==> config.mk <==
export PLATFORM = sky130hd
export DESIGN_NAME = bit_shift_flag_unit
export DESIGN_NICKNAME = d
export VERILOG_FILES = /design/src/inc/bsf_pkg.sv /design/src/hdl/bit_shift_flag_unit.sv
export SDC_FILE = /design/constraint.sdc
export NUM_CORES = 2
export LEC_CHECK = 0
export BUFFER_PORTS_ARGS = -buffer_cell sky130_fd_sc_hd__buf_2
export CORE_UTILIZATION = 54
export DETAILED_ROUTE_END_ITERATION = 16
export PLACE_DENSITY = 0.7
export REMOVE_ABC_BUFFERS = 1
export SYNTH_ARGS = -nofsm -noshare
export SYNTH_HDL_FRONTEND = slang
export SYNTH_SLANG_ARGS = --single-unit
==> constraint.sdc <==
create_clock -name CLOCK_IN -period 12.46 [get_ports CLOCK_IN]
set_clock_uncertainty 0.2 [all_clocks]
set_input_delay 0.623 -clock CLOCK_IN [delete_from_list [all_inputs] [get_ports CLOCK_IN]]
set_output_delay 0.623 -clock CLOCK_IN [all_outputs]
set_load 0.005 [all_outputs]
==> src/inc/bsf_pkg.sv <==
/*
 * Package for the bit, shift and flag unit: register offsets, field
 * positions, reset values, cycle counts, opcodes and the command carrier.
 * Assumes a 32-bit APB master and one core clock.
 */
package bsf_pkg;

	// Register byte offsets
	localparam logic [7:0] OFS_CMD     = 8'h00;
	localparam logic [7:0] OFS_OPERAND = 8'h04;
	localparam logic [7:0] OFS_RESULT  = 8'h08;
	localparam logic [7:0] OFS_FLAGS   = 8'h0C;
	localparam logic [7:0] OFS_STATUS  = 8'h10;
	localparam logic [7:0] OFS_IO_SEL  = 8'h14;
	localparam logic [7:0] OFS_IO_DATA = 8'h18;

	// Command word field positions
	localparam int CMD_OP_LSB  = 0;
	localparam int CMD_BIT_LSB = 8;
	localparam int CMD_IO_LSB  = 16;
	localparam int CMD_NVM_POS = 24;

	// Status word field positions
	localparam int STAT_BUSY_POS   = 0;
	localparam int STAT_NVM_POS    = 1;
	localparam int STAT_CYCLES_LSB = 8;

	// Flag positions inside status_register
	localparam int FLAG_C = 0;
	localparam int FLAG_Z = 1;
	localparam int FLAG_N = 2;
	localparam int FLAG_V = 3;
	localparam int FLAG_S = 4;
	localparam int FLAG_H = 5;
	localparam int FLAG_T = 6;
	localparam int FLAG_I = 7;

	// Reset values
	localparam logic [7:0]  FLAGS_RESET   = 8'h00;
	localparam logic [7:0]  OPERAND_RESET = 8'h00;
	localparam logic [31:0] CMD_RESET     = 32'h0000_0000;

	// Cycle counts
	localparam logic [7:0] CYC_ONE       = 8'h01;
	localparam logic [7:0] CYC_TWO       = 8'h02;
	localparam logic [7:0] CYC_LOW_IO    = 8'h01;
	localparam logic [7:0] CYC_NVM_MIN   = 8'h01;
	localparam logic [6:0] LOW_IO_LIMIT  = 7'h40;

	typedef enum logic [4:0] {
		OP_NOP       = 5'h00, OP_SHIFT_L  = 5'h01, OP_SHIFT_R = 5'h02,
		OP_ROT_L     = 5'h03, OP_ROT_R    = 5'h04, OP_SHIFT_A = 5'h05,
		OP_SWAP      = 5'h06, OP_IO_SET   = 5'h07, OP_IO_CLR  = 5'h08,
		OP_BIT_TO_T  = 5'h09, OP_T_TO_BIT = 5'h0A, OP_SR_SET  = 5'h0B,
		OP_SR_CLR    = 5'h0C, OP_SET_C    = 5'h0D, OP_CLR_C   = 5'h0E,
		OP_SET_N     = 5'h0F, OP_CLR_N    = 5'h10, OP_SET_Z   = 5'h11,
		OP_CLR_Z     = 5'h12, OP_SET_S    = 5'h13, OP_CLR_S   = 5'h14,
		OP_SET_V     = 5'h15, OP_CLR_V    = 5'h16, OP_SET_T   = 5'h17,
		OP_CLR_T     = 5'h18, OP_SET_H    = 5'h19, OP_CLR_H   = 5'h1A,
		OP_IRQ_ON    = 5'h1B, OP_IRQ_OFF  = 5'h1C, OP_BREAK   = 5'h1D,
		OP_SLEEP     = 5'h1E, OP_WDOG     = 5'h1F
	} op_t;

	typedef enum logic [0:0] {
		ST_IDLE = 1'b0,
		ST_EXEC = 1'b1
	} state_t;

	typedef struct packed {
		logic       nvm;
		logic [6:0] io_addr;
		logic [2:0] bit_sel;
		op_t        op;
	} cmd_t;

endpackage

==> src/hdl/bit_shift_flag_unit.sv <==
/*
 * Bit, shift, rotate and status-flag execution unit with processor
 * control strobes, reached over APB. Holds its own I/O byte space.
 * Assumes an APB master on CLOCK_IN and an NVM busy level from a pin.
 */
module bit_shift_flag_unit #(
	parameter int IO_DEPTH = 128
) (
	// Clock and reset
	input  wire logic        CLOCK_IN,
	input  wire logic        RESETN_IN,
	// APB slave
	input  wire logic        PSEL_IN,
	input  wire logic        PENABLE_IN,
	input  wire logic        PWRITE_IN,
	input  wire logic [7:0]  PADDR_IN,
	input  wire logic [31:0] PWDATA_IN,
	output logic      [31:0] PRDATA_OUT,
	output logic             PREADY_OUT,
	output logic             PSLVERR_OUT,
	// NVM controller state, asynchronous
	input  wire logic        NVM_BUSY_IN,
	// Core control
	output logic             IRQ_ENABLE_OUT,
	output logic             BUSY_OUT,
	output logic             BREAK_OUT,
	output logic             SLEEP_OUT,
	output logic             WDOG_RESTART_OUT
);

	bsf_pkg::state_t state_q;
	bsf_pkg::cmd_t   cmd_q;
	logic [7:0]      operand_q;
	logic [7:0]      result_q;
	logic [7:0]      flags_q;
	logic [7:0]      cnt_q;
	logic [7:0]      cycles_q;
	logic [6:0]      io_sel_q;
	logic [7:0]      io_mem [IO_DEPTH];
	logic [2:0]      nvm_sync_q;
	logic            nvm_busy_q;
	logic            wr_acc;
	logic            rd_setup;
	logic            start;
	logic            finish;
	logic            mapped;
	bsf_pkg::cmd_t   cmd_in;
	logic [7:0]      res_d;
	logic [7:0]      flags_d;
	logic            res_we;
	logic [7:0]      base_cyc;
	logic [7:0]      tot_cyc;

	// Flag op decode: {hit, value, index}
	function automatic logic [4:0] flag_op(input bsf_pkg::op_t op);
		unique case (op)
			bsf_pkg::OP_SET_C:   flag_op = {2'b11, 3'(bsf_pkg::FLAG_C)};
			bsf_pkg::OP_CLR_C:   flag_op = {2'b10, 3'(bsf_pkg::FLAG_C)};
			bsf_pkg::OP_SET_N:   flag_op = {2'b11, 3'(bsf_pkg::FLAG_N)};
			bsf_pkg::OP_CLR_N:   flag_op = {2'b10, 3'(bsf_pkg::FLAG_N)};
			bsf_pkg::OP_SET_Z:   flag_op = {2'b11, 3'(bsf_pkg::FLAG_Z)};
			bsf_pkg::OP_CLR_Z:   flag_op = {2'b10, 3'(bsf_pkg::FLAG_Z)};
			bsf_pkg::OP_SET_S:   flag_op = {2'b11, 3'(bsf_pkg::FLAG_S)};
			bsf_pkg::OP_CLR_S:   flag_op = {2'b10, 3'(bsf_pkg::FLAG_S)};
			bsf_pkg::OP_SET_V:   flag_op = {2'b11, 3'(bsf_pkg::FLAG_V)};
			bsf_pkg::OP_CLR_V:   flag_op = {2'b10, 3'(bsf_pkg::FLAG_V)};
			bsf_pkg::OP_SET_T:   flag_op = {2'b11, 3'(bsf_pkg::FLAG_T)};
			bsf_pkg::OP_CLR_T:   flag_op = {2'b10, 3'(bsf_pkg::FLAG_T)};
			bsf_pkg::OP_SET_H:   flag_op = {2'b11, 3'(bsf_pkg::FLAG_H)};
			bsf_pkg::OP_CLR_H:   flag_op = {2'b10, 3'(bsf_pkg::FLAG_H)};
			bsf_pkg::OP_IRQ_ON:  flag_op = {2'b11, 3'(bsf_pkg::FLAG_I)};
			bsf_pkg::OP_IRQ_OFF: flag_op = {2'b10, 3'(bsf_pkg::FLAG_I)};
			default:             flag_op = 5'h00;
		endcase
	endfunction

	// Shift flags: Z, N, V=N^C, carry given
	function automatic logic [7:0] shift_flags(input logic [7:0] sr,
		input logic [7:0] r, input logic c);
		logic [7:0] f;
		f = sr;
		f[bsf_pkg::FLAG_C] = c;
		f[bsf_pkg::FLAG_Z] = (r == 8'h00);
		f[bsf_pkg::FLAG_N] = r[7];
		f[bsf_pkg::FLAG_V] = r[7] ^ c;
		shift_flags = f;
	endfunction

	assign wr_acc   = PSEL_IN & PENABLE_IN & PWRITE_IN;
	assign rd_setup = PSEL_IN & ~PENABLE_IN & ~PWRITE_IN;
	// Fields lie apart in the word; gather them by position
	assign cmd_in   = '{
		nvm:     PWDATA_IN[bsf_pkg::CMD_NVM_POS],
		io_addr: PWDATA_IN[bsf_pkg::CMD_IO_LSB +: 7],
		bit_sel: PWDATA_IN[bsf_pkg::CMD_BIT_LSB +: 3],
		op:      bsf_pkg::op_t'(PWDATA_IN[bsf_pkg::CMD_OP_LSB +: 5])
	};
	// Commands written while busy are dropped, not queued
	assign start  = wr_acc & (PADDR_IN == bsf_pkg::OFS_CMD)
		& (state_q == bsf_pkg::ST_IDLE) & mapped;
	// NVM path holds the last cycle while the controller is busy
	assign finish = (state_q == bsf_pkg::ST_EXEC) & (cnt_q == 8'h01)
		& ~(cmd_q.nvm & nvm_busy_q);

	always_comb begin
		unique case (PADDR_IN)
			bsf_pkg::OFS_CMD, bsf_pkg::OFS_OPERAND, bsf_pkg::OFS_RESULT,
			bsf_pkg::OFS_FLAGS, bsf_pkg::OFS_STATUS, bsf_pkg::OFS_IO_SEL,
			bsf_pkg::OFS_IO_DATA: mapped = 1'b1;
			default:              mapped = 1'b0;
		endcase
	end

	assign PREADY_OUT     = 1'b1;
	assign PSLVERR_OUT    = PSEL_IN & PENABLE_IN & ~mapped;
	assign IRQ_ENABLE_OUT = flags_q[bsf_pkg::FLAG_I];
	assign BUSY_OUT       = (state_q == bsf_pkg::ST_EXEC);

	// Listed cycles per operation
	always_comb begin
		unique case (cmd_in.op)
			bsf_pkg::OP_IO_SET, bsf_pkg::OP_IO_CLR: base_cyc = bsf_pkg::CYC_TWO;
			default: base_cyc = bsf_pkg::CYC_ONE;
		endcase
		// Penalties summed here so the sequencer holds only registers
		tot_cyc = base_cyc;
		if ((cmd_in.op == bsf_pkg::OP_IO_SET
			|| cmd_in.op == bsf_pkg::OP_IO_CLR)
			&& cmd_in.io_addr < bsf_pkg::LOW_IO_LIMIT) begin
			tot_cyc = tot_cyc + bsf_pkg::CYC_LOW_IO;
		end
		if (cmd_in.nvm) begin
			tot_cyc = tot_cyc + bsf_pkg::CYC_NVM_MIN;
		end
	end

	// Execution datapath, evaluated on the latched command
	always_comb begin
		logic [4:0] fo;
		logic [7:0] r;
		fo      = flag_op(cmd_q.op);
		r       = operand_q;
		res_d   = operand_q;
		flags_d = flags_q;
		res_we  = 1'b0;
		unique case (cmd_q.op)
			bsf_pkg::OP_SHIFT_L: begin
				r       = {operand_q[6:0], 1'b0};
				res_d   = r;
				res_we  = 1'b1;
				flags_d = shift_flags(flags_q, r, operand_q[7]);
				flags_d[bsf_pkg::FLAG_H] = operand_q[3];
			end
			bsf_pkg::OP_SHIFT_R: begin
				r       = {1'b0, operand_q[7:1]};
				res_d   = r;
				res_we  = 1'b1;
				flags_d = shift_flags(flags_q, r, operand_q[0]);
			end
			bsf_pkg::OP_ROT_L: begin
				r       = {operand_q[6:0], flags_q[bsf_pkg::FLAG_C]};
				res_d   = r;
				res_we  = 1'b1;
				flags_d = shift_flags(flags_q, r, operand_q[7]);
				flags_d[bsf_pkg::FLAG_H] = operand_q[3];
			end
			bsf_pkg::OP_ROT_R: begin
				r       = {flags_q[bsf_pkg::FLAG_C], operand_q[7:1]};
				res_d   = r;
				res_we  = 1'b1;
				flags_d = shift_flags(flags_q, r, operand_q[0]);
			end
			bsf_pkg::OP_SHIFT_A: begin
				r       = {operand_q[7], operand_q[7:1]};
				res_d   = r;
				res_we  = 1'b1;
				flags_d = shift_flags(flags_q, r, operand_q[0]);
			end
			bsf_pkg::OP_SWAP: begin
				res_d  = {operand_q[3:0], operand_q[7:4]};
				res_we = 1'b1;
			end
			bsf_pkg::OP_BIT_TO_T: begin
				flags_d[bsf_pkg::FLAG_T] = operand_q[cmd_q.bit_sel];
			end
			bsf_pkg::OP_T_TO_BIT: begin
				res_d[cmd_q.bit_sel] = flags_q[bsf_pkg::FLAG_T];
				res_we = 1'b1;
			end
			bsf_pkg::OP_SR_SET: begin
				flags_d[cmd_q.bit_sel] = 1'b1;
			end
			bsf_pkg::OP_SR_CLR: begin
				flags_d[cmd_q.bit_sel] = 1'b0;
			end
			bsf_pkg::OP_SET_C, bsf_pkg::OP_CLR_C, bsf_pkg::OP_SET_N,
			bsf_pkg::OP_CLR_N, bsf_pkg::OP_SET_Z, bsf_pkg::OP_CLR_Z,
			bsf_pkg::OP_SET_S, bsf_pkg::OP_CLR_S, bsf_pkg::OP_SET_V,
			bsf_pkg::OP_CLR_V, bsf_pkg::OP_SET_T, bsf_pkg::OP_CLR_T,
			bsf_pkg::OP_SET_H, bsf_pkg::OP_CLR_H, bsf_pkg::OP_IRQ_ON,
			bsf_pkg::OP_IRQ_OFF: begin
				flags_d[fo[2:0]] = fo[3];
			end
			bsf_pkg::OP_NOP, bsf_pkg::OP_IO_SET, bsf_pkg::OP_IO_CLR,
			bsf_pkg::OP_BREAK, bsf_pkg::OP_SLEEP, bsf_pkg::OP_WDOG: begin
				res_we = 1'b0;
			end
		endcase
	end

	// NVM busy pin: three stages, change taken when last two agree
	always_ff @(posedge CLOCK_IN or negedge RESETN_IN) begin
		if (!RESETN_IN) begin
			nvm_sync_q <= 3'h0;
			nvm_busy_q <= 1'b0;
		end else begin
			nvm_sync_q <= {nvm_sync_q[1:0], NVM_BUSY_IN};
			if (nvm_sync_q[1] == nvm_sync_q[2]) begin
				nvm_busy_q <= nvm_sync_q[2];
			end
		end
	end

	// Sequencer and cycle counter
	always_ff @(posedge CLOCK_IN or negedge RESETN_IN) begin
		if (!RESETN_IN) begin
			state_q  <= bsf_pkg::ST_IDLE;
			cmd_q    <= bsf_pkg::cmd_t'(bsf_pkg::CMD_RESET[15:0]);
			cnt_q    <= 8'h00;
			cycles_q <= 8'h00;
		end else begin
			unique case (state_q)
				bsf_pkg::ST_IDLE: begin
					if (start) begin
						state_q  <= bsf_pkg::ST_EXEC;
						cmd_q    <= cmd_in;
						cnt_q    <= tot_cyc;
						cycles_q <= tot_cyc;
					end
				end
				bsf_pkg::ST_EXEC: begin
					if (finish) begin
						state_q <= bsf_pkg::ST_IDLE;
						cnt_q   <= 8'h00;
					end else if (cnt_q != 8'h01) begin
						cnt_q <= cnt_q - 8'h01;
					end else if (cycles_q != 8'hFF) begin
						cycles_q <= cycles_q + 8'h01;
					end
				end
			endcase
		end
	end

	// Operand, result and status_register
	always_ff @(posedge CLOCK_IN or negedge RESETN_IN) begin
		if (!RESETN_IN) begin
			operand_q <= bsf_pkg::OPERAND_RESET;
			result_q  <= bsf_pkg::OPERAND_RESET;
			flags_q   <= bsf_pkg::FLAGS_RESET;
			io_sel_q  <= 7'h00;
		end else begin
			if (wr_acc && PADDR_IN == bsf_pkg::OFS_OPERAND) begin
				operand_q <= PWDATA_IN[7:0];
			end
			if (wr_acc && PADDR_IN == bsf_pkg::OFS_IO_SEL) begin
				io_sel_q <= PWDATA_IN[6:0];
			end
			// Completion wins over a software write in the same cycle
			if (finish) begin
				flags_q <= flags_d;
			end else if (wr_acc && PADDR_IN == bsf_pkg::OFS_FLAGS) begin
				flags_q <= PWDATA_IN[7:0];
			end
			if (finish && res_we) begin
				result_q <= res_d;
			end
		end
	end

	// I/O byte space; software writes lose to a bit op finishing
	always_ff @(posedge CLOCK_IN) begin
		if (finish && cmd_q.op == bsf_pkg::OP_IO_SET) begin
			io_mem[cmd_q.io_addr][cmd_q.bit_sel] <= 1'b1;
		end else if (finish && cmd_q.op == bsf_pkg::OP_IO_CLR) begin
			io_mem[cmd_q.io_addr][cmd_q.bit_sel] <= 1'b0;
		end else if (wr_acc && PADDR_IN == bsf_pkg::OFS_IO_DATA) begin
			io_mem[io_sel_q] <= PWDATA_IN[7:0];
		end
	end

	// Control strobes, one cycle at completion
	always_ff @(posedge CLOCK_IN or negedge RESETN_IN) begin
		if (!RESETN_IN) begin
			BREAK_OUT        <= 1'b0;
			SLEEP_OUT        <= 1'b0;
			WDOG_RESTART_OUT <= 1'b0;
		end else begin
			BREAK_OUT        <= finish & (cmd_q.op == bsf_pkg::OP_BREAK);
			SLEEP_OUT        <= finish & (cmd_q.op == bsf_pkg::OP_SLEEP);
			WDOG_RESTART_OUT <= finish & (cmd_q.op == bsf_pkg::OP_WDOG);
		end
	end

	// Read data captured in the setup phase so it comes from a flop
	always_ff @(posedge CLOCK_IN or negedge RESETN_IN) begin
		if (!RESETN_IN) begin
			PRDATA_OUT <= 32'h0000_0000;
		end else if (rd_setup) begin
			unique case (PADDR_IN)
				bsf_pkg::OFS_CMD:     PRDATA_OUT <= {7'h00, cmd_q.nvm, 1'b0,
					cmd_q.io_addr, 5'h00, cmd_q.bit_sel, 3'h0, cmd_q.op};
				bsf_pkg::OFS_OPERAND: PRDATA_OUT <= {24'h000000, operand_q};
				bsf_pkg::OFS_RESULT:  PRDATA_OUT <= {24'h000000, result_q};
				bsf_pkg::OFS_FLAGS:   PRDATA_OUT <= {24'h000000, flags_q};
				bsf_pkg::OFS_STATUS:  PRDATA_OUT <= {16'h0000, cycles_q,
					6'h00, nvm_busy_q, BUSY_OUT};
				bsf_pkg::OFS_IO_SEL:  PRDATA_OUT <= {25'h0000000, io_sel_q};
				bsf_pkg::OFS_IO_DATA: PRDATA_OUT <= {24'h000000,
					io_mem[io_sel_q]};
				default:              PRDATA_OUT <= 32'h0000_0000;
			endcase
		end
	end

endmodule // bit_shift_flag_unit

Word-level counts from Yosys, hierarchy flattened
Memories as Yosys holds them, arrays and structs flattened.
Index checks and enable logic that the tools add are counted.

operators by class
  div/mod/pow operators = 0
  equality and inequality tests = 57
  add/subtract/negate cells = 4
  reduce and logical (&&, ||, !) cells = 31
  bitwise gates (word level) = 33
  magnitude comparators = 5
  muxes and demuxes = 51
  $mul = 0
  shift-type cells = 0

operators by type and width
  kind                                                              count
  25-bit one-hot mux with 7 select lines                            1
  8-bit two-way mux                                                 14
  5-bit == test (second input constant)                             16
  8-bit one-hot mux with 7 select lines                             1
  6-bit one-hot mux with 8 select lines                             1
  5-bit by 4-bit == test with 1-bit output (second input constant)  9
  8-bit zero test                                                   4
  8-bit one-hot mux with 2 select lines                             2
  5-bit by 3-bit == test with 1-bit output (second input constant)  5
  8-bit by 1-bit adder with 8-bit output (second input constant)    3
  8-bit by 5-bit == test with 1-bit output (second input constant)  3
  1-bit two-way mux                                                 22
  8-bit bitwise mux                                                 2
  8-bit by 4-bit == test with 1-bit output (second input constant)  2
  2-bit != test (second input constant)                             8
  16-bit OR reduction                                               1
  1-bit bitwise AND                                                 14
  7-bit zero test                                                   2
  7-bit OR reduction                                                2
  5-bit by 2-bit == test with 1-bit output (second input constant)  2
  1-bit logical AND                                                 10
  2-bit AND reduction                                               5
  9-bit by 1-bit != test with 1-bit output (second input constant)  1
  8-bit bitwise AND                                                 1
  34 further kinds                                                  50

storage, ports and cells
  memory bits (read-only) = 160
  word-level logic and storage cells = 204
  latch bits = 0
  bits of input ports = 46
  memories = 2
  RAM bits = 1024
  bits in registers = 103
  output and inout bits = 39

memory list
  memory            depth  width  rd ports  clocked after memory_dff  wr ports  line                       source
  io_mem            128    8      1         0                         1         bit_shift_flag_unit.sv:39  logic [7:0] io_mem [IO_DEPTH];
  (name not given)  32     5      1         0                         0         bit_shift_flag_unit.sv:56  unique case (op)

Depth between registers and ports, before layout
  word-level depth = 9
  gate-level depth with buffers = 12
  gate-level depth less buffers = 9

Least setup slack after synthesis
OpenSTA, ideal clock, no wires.

  kind = register to register
  from = register cnt_q[1]
  to = memory io_mem[0][0] (data pin)
  clock period less this slack = 4303 ps
  path buffers = 2
  required time = 11734 ps
  setup time = 526 ps
  slack = 8157 ps
  stages on the path, launching flop included = 10
  data arrival time = 3577 ps
  cell sequence = dfrtp_1 > inv_1 > ha_1 > nor4b_2 > nand4_2 > or3_1 > buf_2 > nand3_4 > buf_2 > o22a_1

on the way
  longest elaborated chain between the ends = 9
  elaborated cells on any way between the ends = 14
  classes of those cells = eq/ne (1); mux (8); bitwise (2); reduce/logical (3)

ends and longest elaborated chain
  item                                                                                 line                                                    source
  from (decl)                                                                          bit_shift_flag_unit.sv:36                               logic [7:0] cnt_q;
  from (signal assigned)                                                               bit_shift_flag_unit.sv:237                              cnt_q <= tot_cyc;
  from (signal assigned)                                                               bit_shift_flag_unit.sv:246                              cnt_q <= cnt_q - 8'h01;
  8-bit by 1-bit == test with 1-bit output *                                           bit_shift_flag_unit.sv:102                              assign finish = (state_q == bsf_pkg::ST_EXEC) & (cnt_q == 8'h01)
  1-bit bitwise AND *                                                                  bit_shift_flag_unit.sv:102
  1-bit bitwise AND *                                                                  bit_shift_flag_unit.sv:103                              & ~(cmd_q.nvm & nvm_busy_q);
  1-bit logical AND                                                                    bit_shift_flag_unit.sv:285                              end else if (finish && cmd_q.op == bsf_pkg::OP_IO_CLR) begin
  1-bit two-way mux                                                                    bit_shift_flag_unit.sv:285
  1-bit two-way mux                                                                    bit_shift_flag_unit.sv:283                              if (finish && cmd_q.op == bsf_pkg::OP_IO_SET) begin
  1-bit two-way mux (implied by the code) / 8-bit two-way mux (equally long branches)  bit_shift_flag_unit.sv:288, bit_shift_flag_unit.sv:286
  8-bit OR reduction (no line) / 1-bit two-way mux (equally long branches)             --
  8-bit two-way mux (no line) *                                                        --
  to (decl)                                                                            bit_shift_flag_unit.sv:39

Every way passes the cells marked *; elsewhere a longest branch is shown, timed or not.

Worst setup path after layout
  from = register cmd_q[0] in the netlist's numbering
  to = memory io_mem[78][2], enable pin

on the way
  longest elaborated chain between the ends = 7
  elaborated cells on any way between the ends = 16
  classes of those cells = eq/ne (2); mux (10); bitwise (1); reduce/logical (3)

ends and longest elaborated chain
  item                                                                                 line                                                    source
  from (decl)                                                                          bit_shift_flag_unit.sv:32                               bsf_pkg::cmd_t cmd_q;
  from (signal assigned)                                                               bit_shift_flag_unit.sv:228                              cmd_q <= bsf_pkg::cmd_t'(bsf_pkg::CMD_RESET[15:0]);
  from (signal assigned)                                                               bit_shift_flag_unit.sv:236                              cmd_q <= cmd_in;
  5-bit by 4-bit == test with 1-bit output                                             bit_shift_flag_unit.sv:285
  1-bit logical AND                                                                    bit_shift_flag_unit.sv:285
  1-bit two-way mux                                                                    bit_shift_flag_unit.sv:285
  1-bit two-way mux                                                                    bit_shift_flag_unit.sv:283
  1-bit two-way mux (implied by the code) / 8-bit two-way mux (equally long branches)  bit_shift_flag_unit.sv:288, bit_shift_flag_unit.sv:286
  8-bit OR reduction (no line) / 1-bit bitwise OR (equally long branches)              --
  7-bit two-way mux (no line) / 8-bit two-way mux (equally long branches)              --

Parallel ways exist; a longest one is shown, timed or not.

==> results.txt <==
----------------------------------------------------
[CTS]
  Number of clock sinks ... 1119
  Setup bufs post-CTS ... 0
  Number of buffers on the longest clock path ... 3
  Cell at the root of the clock tree ... clkbuf_16
  Inserted Clock Buffers ... 112
  Worst-path clk slew ... 60 ps
  Insertion delay of the later-clocked pin in the worst-skew pair ... 720 ps
  Maximum level of the CTS H-tree ... 3
  Number of hold buffers added after cts ... 13
  TritonCTS clock tree ... built
  Cells resized by post-CTS repair ... 0

[Floorplan]
  Area of the die ... 0.0968 mm²
  Top-level I/O count ... 85
  Placeable core region ... 0.0949 mm²
  Row count ... 113
  Floorplan die width ... 311 µm
  Effective utilization at floorplan ... 54.4%
  Die Y ... 311 µm

[Synth]
  Average cell area after synthesis ... 13.5 µm²
  Warning count from the yosys run ... 0
  Distinct cell type count after synthesis ... 88
  Total of flip-flops plus latches after synthesis ... 1119
  FFs w/ async S/R, synth ... 8.49%
  Register area share after synthesis ... 64.2%
  Post-synth top flop ... edfxtp_1
  Cell Area, Synth ... 0.0516 mm²
  Synthesized instance count ... 3824
  Number of enable-type register cells in the synthesized netlist ... 1024

[Global route]
  Total overflow reported by the global router ... 0
  Antenna violations before repair ... 4
  Via count of the first global-routing pass ... 31800
  Pin count of the biggest net entering global routing ... 129
  Total routing usage reported by global routing ... 27.2%
  Global-route wire length before repair ... 198000 µm

[Routing]
  Average wire per cell in the routed design ... 25.8 µm
  Post-detailed-route count of antenna-violating nets ... 0
  Number of design rule violations left after detail routing ... 0
  DRT Pass-1 Iters ... 8
  Total routed wirelength ... 132000 µm
  Number of vias per cell ... 6.37
  1st-iter DRT viols ... 4258
  Count of vias placed by the detailed router ... 32700

[Setup path]
  Launch point of the critical path ... cmd_q[0]
  Worst Setup Start Kind ... flop
  Top fanout value on the critical path ... 39
  Arrival time at the worst endpoint ... 5080 ps
  Critical Path End ... io_mem[78][2]
  Minimum setup slack among reg-to-reg paths ... 7610 ps
  Critical path type ... reg2reg
  Critical path endpoint category ... flop
  Cell depth of the worst flop-to-flop path ... 10
  R2r endpoint ... io_mem[78][2]
  Endpoint required time on the critical path ... 12690 ps
  Crit Reg-Reg Startpoint ... cmd_q[0]

[Timing]
  Fmax ... 206 MHz
  Number of pins exceeding their max-slew limit in the final report ... 0
  Setup-violating endpoint count in the final report ... 0
  Unrepaired setup endpoints after global routing ... no
  Part of the cycle the worst path needs ... 38.9%
  Time the final worst path needs with I/O delays and setup ... 4850 ps
  Post-route worst setup slack ... 7610 ps
  Worst slew pin tran ... 1360 ps
  Number of failing hold endpoints at the final stage ... 0
  Setup_tns ... 0 ps
  Slew headroom ... 9.60%

[Hold path]
  Path category of the worst min-delay check ... in2reg
  Hold Path Cell Cnt ... 3
  Hold wc startpoint ... PWDATA_IN[7]

[Place]
  Routability-driven placement congestion ratio ... 0.933
  Placement-stage worst setup slack ... 7520 ps
  Area post-placement ... 0.0526 mm²
  Port-buffer cells ... 62
  Final HPWL from detailed placement ... 76400 µm

[Pwr]
  Overall power of the completed layout ... 7550 µW
  Max rail drop VDD ... 0.112 mV
  Ratio of total power to cell area ... 134 mW/mm²
  Leakage power figure ... 0.0131 µW

[Status]
  Outcome ... complete, no violations

[Final layout]
  Proportion of layout cells with a drive suffix above 1 ... 17.4%
  Post-route design area ... 0.0563 mm²
  FILL cells ... 7279
  NumNets Final ... 3826
  Area growth, synth to finish ... 9.15%

[Run]
  Max capacitance violation total ... 0

----------------------------------------------------
-- layer usage --
layer	up-vias	wire length [µm]	global-route usage [%]
li1	14000	-	-
met1	16800	51300	37.0
met2	1599	63500	44.3
met3	268	12900	4.75
met4	0	4680	10.1
met5	-	0	0
-- cells by family after synthesis --
| family | share of synthesized area, % |
|---|---|
| AND/OR/NAND/NOR | 11.9 |
| AO/OA/AOI/OAI | 6.42 |
| multiplexers | 13.3 |
| other | 0.0145 |
| flip-flops | 64.2 |
| buffers and inverters | 3.82 |
| XOR/XNOR | 0.119 |
| adder cells (fa/ha/maj) | 0.233 |
-- synthesized netlist by cell type, types with 13 or more instances --
| master | number | area share, % |
|---|---|---|
| mux4_2 | 227 | 9.9 |
| buf_2 | 162 | 1.6 |
| and3_1 | 13 | 0.16 |
| o21ai_0 | 75 | 0.73 |
| clkbuf_1 | 88 | 0.64 |
| o22ai_1 | 30 | 0.36 |
| nand2b_1 | 15 | 0.18 |
| o221ai_1 | 33 | 0.56 |
| nor2_1 | 1121 | 8.2 |
| nor3_1 | 28 | 0.27 |
| and2_1 | 17 | 0.21 |
| a21oi_1 | 112 | 1.1 |
| a21oi_2 | 25 | 0.42 |
| mux2i_1 | 155 | 3.0 |
| edfxtp_1 | 1024 | 60 |
| buf_6 | 39 | 0.85 |
| nor2b_1 | 21 | 0.25 |
| buf_1 | 26 | 0.19 |
| inv_1 | 18 | 0.13 |
| nor4_1 | 13 | 0.16 |
| a22oi_1 | 20 | 0.29 |
| nand3_1 | 19 | 0.18 |
| nand2_1 | 144 | 1.0 |
| a22o_1 | 27 | 0.46 |
| buf_4 | 27 | 0.39 |
| a221oi_1 | 14 | 0.24 |
| dfrtp_1 | 95 | 4.6 |
-- area by class of cell --
type	instances	area [µm²]	share of cell area (%)
sequential	1119	33100	58.8
multi-input combinational	2350	16700	29.7
clock buffer	134	2910	5.16
tap	1265	1580	2.81
timing repair buffer	170	1190	2.12
clock inverter	75	692	1.23
inverter	19	71.3	0.127
antenna	4	10.0	0.0178
-- how the worst min path moves through the flow --
stage | end | slack, ps
finish | operand_q[7] | 40
global route | io_sel_q[5] | 40
CTS | operand_q[7] | 20
detailed placement | nvm_sync_q[1] | 160
global placement | nvm_sync_q[1] | 150
floorplan | BREAK_OUT | 130
-- sequential cells by signal, summed over array words and instances (netlist names), 3 cells and up --
name / flops
cnt_q: 8
cycles_q: 8
io_sel_q: 7
operand_q: 8
result_q: 8
io_mem: 1024
nvm_sync_q: 3
PRDATA_OUT: 24
cmd_q: 16
flags_q: 8
-- power breakdown --
part	leakage, µW	switching, µW	total [µW]	internal [µW]
clock	0.00175	1440	3300	1850
sequential	0.00698	27.9	4090	4060
combinational	0.00436	97.2	162	64.9
-- per-stage QoR --
step	instances	utilization, %	hold WS (ps)
after floorplan	3488	-	127
after global placement	4910	55.5	147
after detailed placement	4910	55.5	162
after CTS	5132	59.4	24.4
after global routing	5133	59.4	37.9
final	5136	59.4	37.1
-- layout by cell type, fill, tap and decap left out, types with 14 or more instances in the layout --
cell type	count
nor2_1	1120
edfxtp_1	1024
mux4_2	227
mux2i_1	155
nand2_1	144
clkbuf_16	113
a21oi_1	95
buf_4	93
dfrtp_1	90
o21ai_0	75
buf_2	61
a21oi_2	40
clkinv_1	33
o221ai_1	33
o22ai_1	30
nor3_1	27
a22o_1	27
clkinv_2	21
clkbuf_1	21
a22oi_1	20
nand3_1	19
nor2b_1	18
inv_1	17
and2_1	17
nand2b_1	14
a221oi_1	14
-- critical path: stages, from the launching register on --
cell and delay, ps:
dfrtp_1 410, inv_1 140, ha_1 410, nor2b_1 240, a21oi_1 370, o311a_2 230, buf_4 580, nor3_1 190
a31oi_4 1070, buf_4 530, nor2_1 90
Note: power is estimated with default switching activity, not from simulation.
